===== config.mk =====
export PLATFORM = sky130hd
export DESIGN_NAME = emam_addr_mux
export DESIGN_NICKNAME = d
export VERILOG_FILES = /design/src/logic/emam_pkg.sv /design/src/logic/emam_addr_mux.sv /design/src/logic/emam_colw_regs.sv
export SDC_FILE = /design/constraint.sdc
export NUM_CORES = 1
export LEC_CHECK = 0
export ABC_AREA = 1
export BUFFER_PORTS_ARGS = -buffer_cell sky130_fd_sc_hd__buf_4
export CORE_UTILIZATION = 33
export CTS_BUF_LIST = sky130_fd_sc_hd__clkbuf_2 sky130_fd_sc_hd__clkbuf_4 sky130_fd_sc_hd__clkbuf_8
export DETAILED_ROUTE_END_ITERATION = 6
export SLEW_MARGIN = 20
export SYNTH_ARGS = -nofsm -noshare
export SYNTH_HDL_FRONTEND = slang
export SYNTH_HIERARCHICAL = 1
export SYNTH_SLANG_ARGS = --single-unit

===== constraint.sdc =====
create_clock -name mclk_i -period 3.1 [get_ports mclk_i]
set_clock_uncertainty 0.15 [all_clocks]
set_input_delay 0.775 -clock mclk_i [delete_from_list [all_inputs] [get_ports mclk_i]]
set_output_delay 0.775 -clock mclk_i [all_outputs]
set_load 0.05 [all_outputs]

===== src/logic/emam_pkg.sv =====
// constants and types for the external memory address mux
//
// Notes on behaviour
// - internal system clock is driven out and clocks the sdram interface
// - sdram controller takes its interface clock from the sdram clock input
// - top two address outputs carry addr 21:20 async, bank bits on sdram
// - one 22-bit address bus covers 4M space for all bank kinds
// - sdram cycles split internal address into row and column addresses
// - column width programmable per bank, 8 to 11 bits; split follows it
// - sdram cycles: low 13 outputs carry row/column, top two carry bank
// - non-sdram cycles put 22 address bits on the outputs: word address for rom, raw byte address for io
// - sdram and rom/flash/sram addresses shifted for 8/16/32-bit width
package emam_pkg;
  // ********************************************************
  // widths and counts
  // ********************************************************
  localparam int ADDR_W = 22;
  localparam int IADDR_W = 32;
  localparam int SD_ADDR_W = 13;
  localparam int BANKS = 4;
  localparam logic [1:0] COL_MIN_SEL = 2'h0;
  localparam int COL_MIN_BITS = 8;
  localparam logic [ADDR_W-1:0] ADDR_RST = 22'h000000;
  localparam logic [1:0] COLW_RST = 2'h0;

  // access width, selects the byte-address shift
  typedef enum logic [1:0] {
    EMAM_W8 = 2'h0,
    EMAM_W16 = 2'h1,
    EMAM_W32 = 2'h2
  } emam_width_e;

  // kind of target for the cycle
  typedef enum logic [1:0] {
    EMAM_TGT_ROM = 2'h0,
    EMAM_TGT_SDRAM = 2'h1,
    EMAM_TGT_IO = 2'h2
  } emam_tgt_e;

  // address phase states
  typedef enum logic [3:0] {
    EMAM_IDLE = 4'h1,
    EMAM_ROW = 4'h2,
    EMAM_COL = 4'h4,
    EMAM_ASYNC = 4'h8
  } emam_state_e;
endpackage


===== src/logic/emam_addr_mux.sv =====
// address generation and clock outputs of the external memory interface
`timescale 1ns/1ps
module emam_addr_mux (
  // clocks and reset
  input wire logic mclk_i,
  input wire logic sys_rst_i,
  input wire logic sdram_clock_in,
  output logic system_clock_out,
  output logic sdram_if_clk_o,
  // column width settings
  input wire logic colw_wr_i,
  input wire logic [1:0] colw_bank_i,
  input wire logic [1:0] colw_val_i,
  // access request
  input wire logic req_i,
  input wire logic [emam_pkg::IADDR_W-1:0] iaddr_i,
  input wire logic [1:0] tgt_i,
  input wire logic [1:0] width_i,
  input wire logic [1:0] sd_bank_i,
  input wire logic col_step_i,
  input wire logic done_i,
  output logic busy_o,
  output logic row_phase_o,
  output logic col_phase_o,
  // address pins
  output logic addr_bit21_or_bank_bit1,
  output logic addr_bit20_or_bank_bit0,
  output logic [19:0] addr_o
);
  // ********************************************************
  // clocks
  // ********************************************************
  // pass-through only; a real chip would use a clock buffer here
  assign system_clock_out = mclk_i;
  assign sdram_if_clk_o = sdram_clock_in;

  // ********************************************************
  // helpers
  // ********************************************************
  // memory word address from byte address, per access width
  function automatic logic [emam_pkg::IADDR_W-1:0] word_addr(
    input logic [emam_pkg::IADDR_W-1:0] a, input logic [1:0] w);
    logic [emam_pkg::IADDR_W-1:0] r;
    r = a;
    if (w == emam_pkg::EMAM_W16) begin
      r = a >> 1;
    end else if (w == emam_pkg::EMAM_W32) begin
      r = a >> 2;
    end
    return r;
  endfunction

  // column part, masked to the programmed width
  function automatic logic [emam_pkg::SD_ADDR_W-1:0] col_part(
    input logic [emam_pkg::IADDR_W-1:0] a, input logic [1:0] cw);
    logic [emam_pkg::IADDR_W-1:0] m;
    m = (32'h00000100 << cw) - 32'h00000001;
    return emam_pkg::SD_ADDR_W'(a & m);
  endfunction

  // row part, word address above the programmed column bits
  function automatic logic [emam_pkg::SD_ADDR_W-1:0] row_part(
    input logic [emam_pkg::IADDR_W-1:0] a, input logic [1:0] cw);
    logic [emam_pkg::IADDR_W-1:0] s;
    s = a >> (emam_pkg::COL_MIN_BITS + int'(cw));
    return emam_pkg::SD_ADDR_W'(s);
  endfunction

  // sdram pin image: bank on top, unused bits 19:13 held low
  function automatic logic [emam_pkg::ADDR_W-1:0] sd_pins(
    input logic [1:0] bk, input logic [emam_pkg::SD_ADDR_W-1:0] part);
    return {bk, 7'h00, part};
  endfunction

  // target decode, shared by the state machine and the address latch
  function automatic logic is_sdram(input logic [1:0] t);
    return t == emam_pkg::EMAM_TGT_SDRAM;
  endfunction

  function automatic logic is_io(input logic [1:0] t);
    return t == emam_pkg::EMAM_TGT_IO;
  endfunction

  // ********************************************************
  // column width memory
  // ********************************************************
  logic [1:0] colw;
  emam_colw_regs u_colw (
    .mclk_i(mclk_i),
    .sys_rst_i(sys_rst_i),
    .wr_i(colw_wr_i),
    .wr_bank_i(colw_bank_i),
    .wr_colw_i(colw_val_i),
    .rd_bank_i(sd_bank_i),
    .rd_colw_o(colw)
  );

  // ********************************************************
  // state and address registers
  // ********************************************************
  emam_pkg::emam_state_e state_q, state_d;
  logic [emam_pkg::IADDR_W-1:0] wa_q, wa_d;
  logic [1:0] bank_q, bank_d;
  logic [emam_pkg::ADDR_W-1:0] pins_q, pins_d;

  // ********************************************************
  // request decode
  // ********************************************************
  logic take_req;
  logic take_sd;
  logic [emam_pkg::IADDR_W-1:0] wa_new;
  logic [emam_pkg::ADDR_W-1:0] async_pins;

  // requests only taken while idle; a stray one while busy is dropped
  assign take_req = req_i && (state_q == emam_pkg::EMAM_IDLE);
  assign take_sd = take_req && is_sdram(tgt_i);
  assign wa_new = word_addr(iaddr_i, width_i);
  // io targets see the raw byte address, the board picks its lines
  assign async_pins = is_io(tgt_i) ? iaddr_i[emam_pkg::ADDR_W-1:0]
    : wa_new[emam_pkg::ADDR_W-1:0];

  // ********************************************************
  // phase state machine
  // ********************************************************
  // col_step_i outside the row phase and done_i while idle are ignored
  always_comb begin
    state_d = state_q;
    case (state_q)
      emam_pkg::EMAM_IDLE: begin
        if (take_req) begin
          if (is_sdram(tgt_i)) begin
            state_d = emam_pkg::EMAM_ROW;
          end else begin
            state_d = emam_pkg::EMAM_ASYNC;
          end
        end
      end
      emam_pkg::EMAM_ROW: begin
        if (col_step_i) begin
          state_d = emam_pkg::EMAM_COL;
        end
      end
      emam_pkg::EMAM_COL: begin
        if (done_i) begin
          state_d = emam_pkg::EMAM_IDLE;
        end
      end
      emam_pkg::EMAM_ASYNC: begin
        if (done_i) begin
          state_d = emam_pkg::EMAM_IDLE;
        end
      end
      default: begin
        // illegal code falls back to idle rather than locking up
        state_d = emam_pkg::EMAM_IDLE;
      end
    endcase
  end

  always_ff @(posedge mclk_i or posedge sys_rst_i) begin
    if (sys_rst_i) begin
      state_q <= emam_pkg::EMAM_IDLE;
    end else begin
      state_q <= state_d;
    end
  end

  // ********************************************************
  // address latch and pin image
  // ********************************************************
  // pins refresh every row/column cycle, so a late width write still lands;
  // the width read follows sd_bank_i, which must hold through the cycle
  always_comb begin
    wa_d = wa_q;
    bank_d = bank_q;
    pins_d = pins_q;
    if (take_sd) begin
      wa_d = wa_new;
      bank_d = sd_bank_i;
    end else if (take_req) begin
      pins_d = async_pins;
    end else if (state_q == emam_pkg::EMAM_ROW) begin
      // column width read is registered on the same edge as bank capture
      pins_d = sd_pins(bank_q, row_part(wa_q, colw));
    end else if (state_q == emam_pkg::EMAM_COL) begin
      pins_d = sd_pins(bank_q, col_part(wa_q, colw));
    end
  end

  always_ff @(posedge mclk_i or posedge sys_rst_i) begin
    if (sys_rst_i) begin
      wa_q <= '0;
      bank_q <= 2'h0;
      pins_q <= emam_pkg::ADDR_RST;
    end else begin
      wa_q <= wa_d;
      bank_q <= bank_d;
      pins_q <= pins_d;
    end
  end

  // ********************************************************
  // outputs
  // ********************************************************
  assign busy_o = state_q != emam_pkg::EMAM_IDLE;
  assign row_phase_o = state_q == emam_pkg::EMAM_ROW;
  assign col_phase_o = state_q == emam_pkg::EMAM_COL;
  assign addr_bit21_or_bank_bit1 = pins_q[21];
  assign addr_bit20_or_bank_bit0 = pins_q[20];
  assign addr_o = pins_q[19:0];
endmodule


===== src/logic/emam_colw_regs.sv =====
// per-bank sdram column width settings
`timescale 1ns/1ps
module emam_colw_regs (
  // clock and reset
  input wire logic mclk_i,
  input wire logic sys_rst_i,
  // write port
  input wire logic wr_i,
  input wire logic [1:0] wr_bank_i,
  input wire logic [1:0] wr_colw_i,
  // read port
  input wire logic [1:0] rd_bank_i,
  output logic [1:0] rd_colw_o
);
  logic [1:0] colw_q [emam_pkg::BANKS];
  logic [1:0] colw_d [emam_pkg::BANKS];
  logic [1:0] rd_q;
  logic [1:0] rd_d;

  always_comb begin
    for (int i = 0; i < emam_pkg::BANKS; i++) begin
      colw_d[i] = colw_q[i];
    end
    if (wr_i) begin
      colw_d[wr_bank_i] = wr_colw_i;
    end
    rd_d = colw_d[rd_bank_i];
  end

  always_ff @(posedge mclk_i or posedge sys_rst_i) begin
    if (sys_rst_i) begin
      for (int i = 0; i < emam_pkg::BANKS; i++) begin
        colw_q[i] <= emam_pkg::COLW_RST;
      end
      rd_q <= emam_pkg::COLW_RST;
    end else begin
      colw_q <= colw_d;
      rd_q <= rd_d;
    end
  end

  assign rd_colw_o = rd_q;
endmodule


==> summary.txt, run 1 <==
Drt
  • Total number of vias: between 4000 and 5000
  • Residual DRC: 1
  • Number of vias per cell: 5.08
  • Drt first pass iters: 7
  • Routed len/inst: 13.4 um
  • DRT iter0 DRCs: 332
  • Detail Route Antenna Nets: 0
  • Final WL: between 10000 and 15000 um

Placement
  • RePlAce Congestion: 0.827
  • Port Buffer Count: 67
  • Post-DP HPWL: just over 8000 um

Global routing
  • Number of global-route vias before repair: 3929
  • Global-route wire length before repair: 18800 um
  • GR Overflow Total: 0
  • Initial antenna violation count: 0
  • Largest net degree at the start of global routing: 51
  • All-Layer GR Usage: 0.189

Power and ir drop
  • Internal cell power: 2470 uW
  • NetSw: 2020 uW
  • Peak supply drop: 470 uV
  • LEAKAGE: 0.00265 uW
  • Clk network pwr share: 0.244
  • Seq pwr share: 0.302
  • Sw frac: 0.450
  • Power per cell area: 914 mW/mm2
  • Comb power frac: 0.455
  • Power consumption: 4490 uW

Worst setup path
  • WP data arrival: 1.95 ns
  • Critical path required time: 2.17 ns
  • Worst reg2reg path depth: 8
  • CP Capture Type: output port
  • CP Max Fanout: 2
  • R2R Path Start: state_q[2]
  • Crit path kind: clock port to output port
  • Flop-to-flop setup slack: 1.11 ns
  • Reg2reg end: pins_q[16]
  • Worst setup SP type: clock port

Die
  • Die ar.: 0.0127 mm2
  • Die boundary height: 113 um
  • CORE AREA: 0.0120 mm2
  • Row Count: 40
  • Total I/O pin count: 76
  • Initial Utilization: 0.337
  • Die W: around 110 um

Flow run
  • Max cap viols: 0

Timing
  • Setup_tns: 0 ns
  • Final setup viols: 0
  • Max_slew headroom: 0.262
  • RSZ-0062 raised after global routing: false
  • Final Max Slew Viols: 0
  • Worst Tran Pin Value: 1.10 ns
  • Count of final hold-check violations: 0

Clock network
  • CTS tree: built
  • Post-CTS Hold Buffers: 0
  • Worst-Skew Late Latency: 0.47 ns
  • Post-CTS setup buffer count: 0
  • Clock Pin Slew Worst Setup and Hold Paths: 0.08 ns
  • CTS resizes: 0

Cells and area
  • Layout overhead on the synthesized area: 21.5%
  • Final #Nets: 730
  • Filler Cell Count: 1265
  • Diode count: 0
  • Share of cells above drive strength 1: 0.163

Run status
  • Status: complete, but fails checks
  • Failing checks: design-rule violations

Synth
  • Syn Nets: 671
  • Sequential cell area fraction in the yosys report: 0.385
  • Mapped Area: 0.00404 mm2
  • #FFs+latches synth: 62
  • Yosys Warn Count: 6
  • Syn_area_per_cell: approximately 6.5 um2
  • Count of cell types in the netlist: 25
  • Cells after Synth: 622

Worst hold path
  • Hold crit path type: primary input to async pin
-- layout by cell type (no fill, tap or decap), drive strengths merged --
| cell | count |
|---|---|
| clkinvlp | 2 |
| nand4 | 24 |
| inv | 60 |
| nor2 | 44 |
| clkinv | 1 |
| dfstp | 1 |
| a21oi | 11 |
| o21a | 2 |
| dfrtp | 61 |
| nor3 | 1 |
| a31oi | 7 |
| clkbuf | 14 |
| buf | 75 |
| nand3 | 79 |
| bufinv | 3 |
| nand2 | 261 |
| and2 | 1 |
| o22ai | 9 |
| o21ai | 30 |
-- cells in the mapped netlist --
cell type	instances	area share
nand2_1	259	0.24
nand3_1	79	0.098
dfrtp_1	61	0.38
inv_1	53	0.049
nor2_1	39	0.036
o21ai_0	30	0.037
nand4_1	23	0.036
buf_2	20	0.025
a21oi_1	11	0.014
o22ai_1	9	0.014
a31oi_1	7	0.011
inv_2	7	0.0065
buf_4	6	0.011
nor2_2	3	0.0047
buf_6	2	0.0056
nand2_4	2	0.0056
nor2_4	2	0.0056
o21a_1	2	0.0037
and2_1	1	0.0016
buf_1	1	0.00093
clkbuf_1	1	0.00093
clkinv_1	1	0.00093
dfstp_2	1	0.0065
nand4_4	1	0.0053
nor3_2	1	0.0025
-- layout make-up --
class                           count  area [um2]  share of cell area
Clock buffer                       15         200              0.0408
Tap cell                          147         184              0.0375
Clock inverter                      5         105              0.0214
Inverter                           61         229              0.0467
Multi-Input combinational cell    469        2080               0.424
Timing Repair Buffer               74         556               0.113
Sequential cell                    62        1550               0.317
-- through the flow --
| stage | setup slack [ns] | area, um2 | std cells | hold WS, ns | util |
|---|---|---|---|---|---|
| 2_1_floorplan | 0.458 | 4040 | 622 | 0.287 | - |
| 3_3_place_gp | 0.458 | 4610 | 814 | 0.306 | 0.385 |
| 3_5_place_dp | 0.458 | 4610 | 814 | 0.306 | 0.385 |
| 4_1_cts | 0.217 | 4910 | 833 | 0.143 | 0.410 |
| 5_1_grt | 0.213 | 4910 | 833 | 0.157 | 0.410 |
| 6_report | 0.223 | 4910 | 833 | 0.138 | 0.410 |
-- per-layer routing --
layer | global-route usage | vias to the layer above | part of all wire
li1 | - | 2119 | -
met1 | 0.245 | 1971 | 0.47
met2 | 0.307 | 127 | 0.47
met3 | 0.0389 | 18 | 0.044
met4 | 0.0773 | 0 | 0.019
met5 | 0 | - | 0
-- power by group through the flow --
stage	clock, uW	sequential (uW)	combinational, uW
floorplan	69.5	1740	1130
global placement	69.5	1360	2020
detailed placement	69.5	1370	2040
CTS	1110	1350	2050
global route	1150	1400	2270
finish	1090	1350	2040
-- worst max-delay path, stage by stage --
cell,delay (ns)
clkbuf_8,0.11
clkbuf_8,0.12
buf_4,0.18
-- cells by family after synthesis --
logic type | synth area share
AOI/OAI and AO/OA | 0.0794
buffers and inverters | 0.100
DFF | 0.385
and+or+nand+nor | 0.436
-- how the worst max path moves through the flow --
stage                      start               end  slack, ns
after floorplan           mclk_i  system_clock_out       0.46
after global placement    mclk_i  system_clock_out       0.46
after detailed placement  mclk_i  system_clock_out       0.46
after CTS                 mclk_i  system_clock_out       0.22
after global routing      mclk_i  system_clock_out       0.21
final                     mclk_i  system_clock_out       0.22
-- registers in the layout (all words and copies together), names as in the netlist --
| name | count |
|---|---|
| wa_q | 24 |
| pins_q | 22 |
| u_colw/colw_q | 8 |
| state_q | 4 |
| bank_q | 2 |
| u_colw/rd_colw_o | 2 |
Power figures use the tool's default switching activity.
==> inputs of run 2 (changes only) <==
- RECOVER_POWER: unset -> 50
==> summary.txt, run 2 (synthesis results as in run 1) <==
Timing
  • Max_slew headroom: 0.284
  • RSZ-0062 raised after global routing: false
  • Worst Tran Pin Value: 1.07 ns
  • Setup_tns: 0 ns
  • Count of final hold-check violations: 0
  • Final Max Slew Viols: 0
  • Final Hold Slack: 0.156 ns
  • Final setup viols: 0

Clock network
  • Post-CTS setup buffer count: 0
  • Clock Pin Slew Worst Setup and Hold Paths: 0.08 ns
  • CTS tree: built
  • CTS resizes: 0
  • Post-CTS Hold Buffers: 0
  • Worst-Skew Late Latency: between 0.4 and 0.5 ns

Global routing
  • Global-route wire length before repair: 18800 um
  • GR Overflow Total: 0
  • Largest net degree at the start of global routing: around 50
  • Initial antenna violation count: 0
  • Number of global-route vias before repair: between 3000 and 4000
  • All-Layer GR Usage: 0.189

Drt
  • Detail Route Antenna Nets: 0
  • Final WL: 11200 um
  • Number of vias per cell: between 5 and 6
  • Total number of vias: about 4200
  • Routed len/inst: 13.5 um
  • Residual DRC: 0
  • DRT iter0 DRCs: 286
  • Drt first pass iters: 7

Cells and area
  • Max reg flops: 24
  • Share of cells above drive strength 1: 0.160
  • Leading cell type in the layout, fill and taps excluded: nand2_1
  • Final std cells w/o fill: 833
  • Diode count: 0
  • Fin util: 0.410
  • Largest registers: wa_q (24), pins_q (22), u_colw/colw_q (8)
  • Final #Nets: 730
  • Layout overhead on the synthesized area: 21.4%
  • Filler Cell Count: around 1300
  • Largest Register: wa_q
  • Most frequent cells in the layout: nand2_1 (259), nand3_1 (79), buf_4 (72)

Die
  • Die ar.: 0.0127 mm2
  • Initial Utilization: 0.337
  • Total I/O pin count: 76
  • Die W: 113 um
  • Row Count: 40
  • Die boundary height: 113 um
  • CORE AREA: 0.0120 mm2

Placement
  • Port Buffer Count: 67
  • # placed instances: between 800 and 900
  • RePlAce Congestion: between 0.8 and 0.9
  • Post-DP HPWL: 8120 um

Run status
  • Status: complete, no violations

Power and ir drop
  • Clk network pwr share: 0.244
  • LEAKAGE: 0.00265 uW
  • Seq pwr share: 0.302
  • Peak supply drop: 470 uV
  • Internal cell power: 2470 uW
  • Sw frac: 0.450
  • Power consumption: approximately 4500 uW
  • NetSw: 2020 uW
  • Comb power frac: 0.454
  • Power per cell area: around 910 mW/mm2

Worst setup path
  • CP max stage delay: approximately 0.18 ns
  • Slowest cell on crit path: buf_4
  • CP Max Fanout: 2
  • Most used cell, CP: clkbuf_8
  • CP Cell Sequence: clkbuf_8, clkbuf_8, buf_4
  • Crit. Startpoint: mclk_i
  • WP data arrival: 1.95 ns
  • Critical path required time: between 2 and 2.5 ns
  • Crit path kind: clock port to output port
  • Worst setup SP type: clock port
  • CP Capture Type: output port
  • R2R Path Start: state_q[2]

Flow run
  • Max cap viols: 0

Worst hold path
  • Hold crit path type: primary input to async pin
-- run 2: changes by cell type in the layout (fill, tap and decap cells not counted) --
cell and delta:
inv_1 +1, clkbuf_2 +1, inv_2 -1, buf_4 -3, clkbuf_4 +1, clkbuf_1 +1
-- run 2: layout make-up --
class                      count  area (um2)  share of cell area
clock buffer                  15         200              0.0409
inverter                      61         229              0.0467
multi-input combinational    469        2080               0.424
timing repair buffer          74         549               0.112
sequential                    62        1550               0.317
clock inverter                 5         105              0.0215
tap                          147         184              0.0375
-- run 2: critical path: cells and delay by family --
kind / cells / cell delay [ns]
buf+inv: 3 / 0.41
-- run 2: final timing paths --
path / to / slack [ns] / cells after the start
hold reg to reg: u_colw/colw_q[3] / 0.32 / 2
hold / removal: u_colw/colw_q[2] / 0.16 / 2
setup / recovery: system_clock_out / 0.22 / 3
setup reg to reg: pins_q[16] / 1.11 / 8
min in group mclk_i: u_colw/colw_q[3] / 0.32 / 2
max in group asynchronous: pins_q[9] / 1.19 / 3
-- run 2: metal layers --
metal	routed length, um	global-route usage	share of wire	vias to the layer above
li1	-	-	-	2116
met1	5230	0.245	0.47	1952
met2	5280	0.307	0.47	135
met3	492	0.0389	0.044	20
met4	222	0.0773	0.020	0
met5	0	0	0	-
-- run 2: power groups by stage --
| stage | registers, uW | logic [uW] | clock network (uW) |
|---|---|---|---|
| 2_1_floorplan | 1740 | 1130 | 69.5 |
| 3_3_place_gp | 1360 | 2020 | 69.5 |
| 3_5_place_dp | 1370 | 2040 | 69.5 |
| 4_1_cts | 1350 | 2050 | 1110 |
| 5_1_grt | 1400 | 2270 | 1150 |
| 6_report | 1350 | 2040 | 1090 |
-- run 2: through the flow --
| step | area [um2] | setup WS, ns |
|---|---|---|
| 6_report | 4900 | 0.223 |
| 5_1_grt | 4900 | 0.213 |
| 4_1_cts | 4910 | 0.217 |
| 3_5_place_dp | 4610 | 0.458 |
| 3_3_place_gp | 4610 | 0.458 |
| 2_1_floorplan | 4040 | 0.458 |
==> inputs of run 3 (changes only) <==
- GPL_TIMING_DRIVEN: unset -> 0
- clock period: 3.1 -> 2.7 ns (I/O delays scaled with it)
==> summary.txt, run 3 (synthesis results as in run 1) <==
Drt
  • Met2 wire length: 5680 um
  • Max layer used: met4
  • Met1 WL: 5470 um
  • Number of vias per cell: 5.15
  • Residual DRC: 1
  • DRT iter0 DRCs: about 360
  • Total number of vias: 4411
  • Drt first pass iters: 7
  • Routed len/inst: 14.3 um
  • Metal3 WL: 754 um
  • Detail Route Antenna Nets: 0
  • Final WL: ~12000 um

Clock network
  • CTS tree: built
  • Clock Pin Slew Worst Setup and Hold Paths: 0.08 ns
  • Post-CTS Hold Buffers: 0
  • Worst-Skew Late Latency: roughly 0.47 ns

Worst setup path
  • CP Max Fanout: 2
  • Worst setup SP type: clock port
  • Most used cell, CP: clkbuf_8
  • CP Capture Type: output port
  • CP Buf/Inv Count: 4
  • Slowest cell on crit path: buf_6
  • Flop-to-flop setup slack: approximately 0.86 ns
  • CP Cell Sequence: clkbuf_8, clkbuf_8, buf_4, buf_6
  • CP max stage delay: approximately 0.14 ns
  • WP data arrival: 1.84 ns
  • CP top delay family: buffers and inverters
  • Crit path kind: clock port to output port
  • Critical path required time: between 1.5 and 2 ns

Power and ir drop
  • Power per cell area: 1050 mW/mm2
  • LEAKAGE: around 0.0027 uW
  • NetSw: 2380 uW
  • Internal cell power: about 2900 uW
  • Seq pwr share: 0.294
  • Clk network pwr share: 0.239
  • Peak supply drop: 650 uV
  • Power consumption: 5250 uW
  • Comb power frac: 0.467
  • Sw frac: 0.454

Global routing
  • All-Layer GR Usage: 0.200
  • Global-route wire length before repair: slightly below 20000 um
  • Initial antenna violation count: 0
  • Largest net degree at the start of global routing: 53
  • Number of global-route vias before repair: 4122
  • GR Overflow Total: 0

Timing
  • RSZ-0062 raised after global routing: false
  • Worst Tran Pin Value: 0.673 ns
  • Count of final hold-check violations: 0
  • Final Max Slew Viols: 0
  • Final setup viols: 0
  • Setup_tns: 0 ns
  • Max_slew headroom: 0.552

Die
  • Die ar.: 0.0127 mm2
  • Row Count: 40
  • Die boundary height: 113 um
  • Total I/O pin count: 76
  • CORE AREA: approximately 0.012 mm2
  • Initial Utilization: 0.337
  • Die W: about 110 um

Cells and area
  • Share of cells above drive strength 1: 0.183
  • Leading cell type in the layout, fill and taps excluded: nand2_1
  • Largest Register: wa_q
  • Diode count: 0
  • Final std cells w/o fill: 857
  • Layout overhead on the synthesized area: 24.4%
  • Final #Nets: between 700 and 800
  • Most frequent cells in the layout: nand2_1 (259), nand3_1 (79), buf_4 (71)
  • Largest registers: wa_q (24), pins_q (22), u_colw/colw_q (8)
  • Max reg flops: 24

Placement
  • Post-DP HPWL: 9260 um
  • # placed instances: 837
  • RePlAce Congestion: 0.908
  • Port Buffer Count: 68

Run status
  • Failing checks: design-rule violations
  • Status: complete, but fails checks

Flow run
  • Max cap viols: 0

Worst hold path
  • Hold crit path type: primary input to async pin
[run 3: power by group through the flow]
stage          combinational [uW]  sequential (uW)  clock (uW)
3_5_place_dp                 2450             1560         101
3_3_place_gp                 2430             1550         101
5_1_grt                      2720             1600        1320
2_1_floorplan                1290             2000        79.8
6_report                     2450             1540        1250
4_1_cts                      2460             1550        1280
[run 3: path summary, 6_finish.rpt]
| check | cells after the start | startpoint | to |
|---|---|---|---|
| max in group asynchronous | 2 | sys_rst_i | pins_q[5] |
| hold / removal | 2 | sys_rst_i | u_colw/colw_q[3] |
| setup reg to reg | 8 | u_colw/rd_colw_o[0] | pins_q[3] |
| hold reg to reg | 2 | u_colw/colw_q[3] | u_colw/colw_q[3] |
| min in group mclk_i | 3 | sd_bank_i[1] | bank_q[1] |
| setup / recovery | 4 | mclk_i | system_clock_out |
[run 3: metal layers]
layer / vias up / GRT usage
met3: 30 / 0.0443
met5: - / 0
met2: 170 / 0.322
met4: 0 / 0.0800
li1: 2167 / -
met1: 2044 / 0.261
[run 3: layout make-up]
| type | count | area, um2 |
|---|---|---|
| sequential | 62 | 1550 |
| timing repair buffer | 68 | 503 |
| buffer | 30 | 171 |
| multi-input combinational | 469 | 2080 |
| inverter | 61 | 231 |
| tap | 147 | 184 |
| fill | 1285 | 6940 |
| clock inverter | 7 | 121 |
| clock buffer | 13 | 176 |
[run 3: repair_timing]
item                                    in CTS  in global routing
pin swaps                                    0                  1
setup buffers                                0                  1
endpoints found under the setup margin       1                  1
gates resized for setup                      1                  0
[run 3: worst reg2reg max path: stages (launching register included)]
cell and delay [ns]:
dfrtp_1 0.45, clkinv_1 0.27, o21ai_0 0.43, nand2_1 0.09
nand3_1 0.12, nand2_1 0.10, nand2_1 0.07, nand2_1 0.05
nand2_1 0.05
[run 3: through the flow]
step                      hold slack (ns)  cell area [um2]  setup slack (ns)   util
after global routing                0.103             5020            0.0252  0.420
after floorplan                     0.287             4040             0.358      -
after CTS                          0.0678             5020            0.0285  0.420
final                              0.0722             5020            0.0366  0.420
after global placement              0.308             4730            -0.137  0.396
after detailed placement            0.309             4730             0.245  0.396
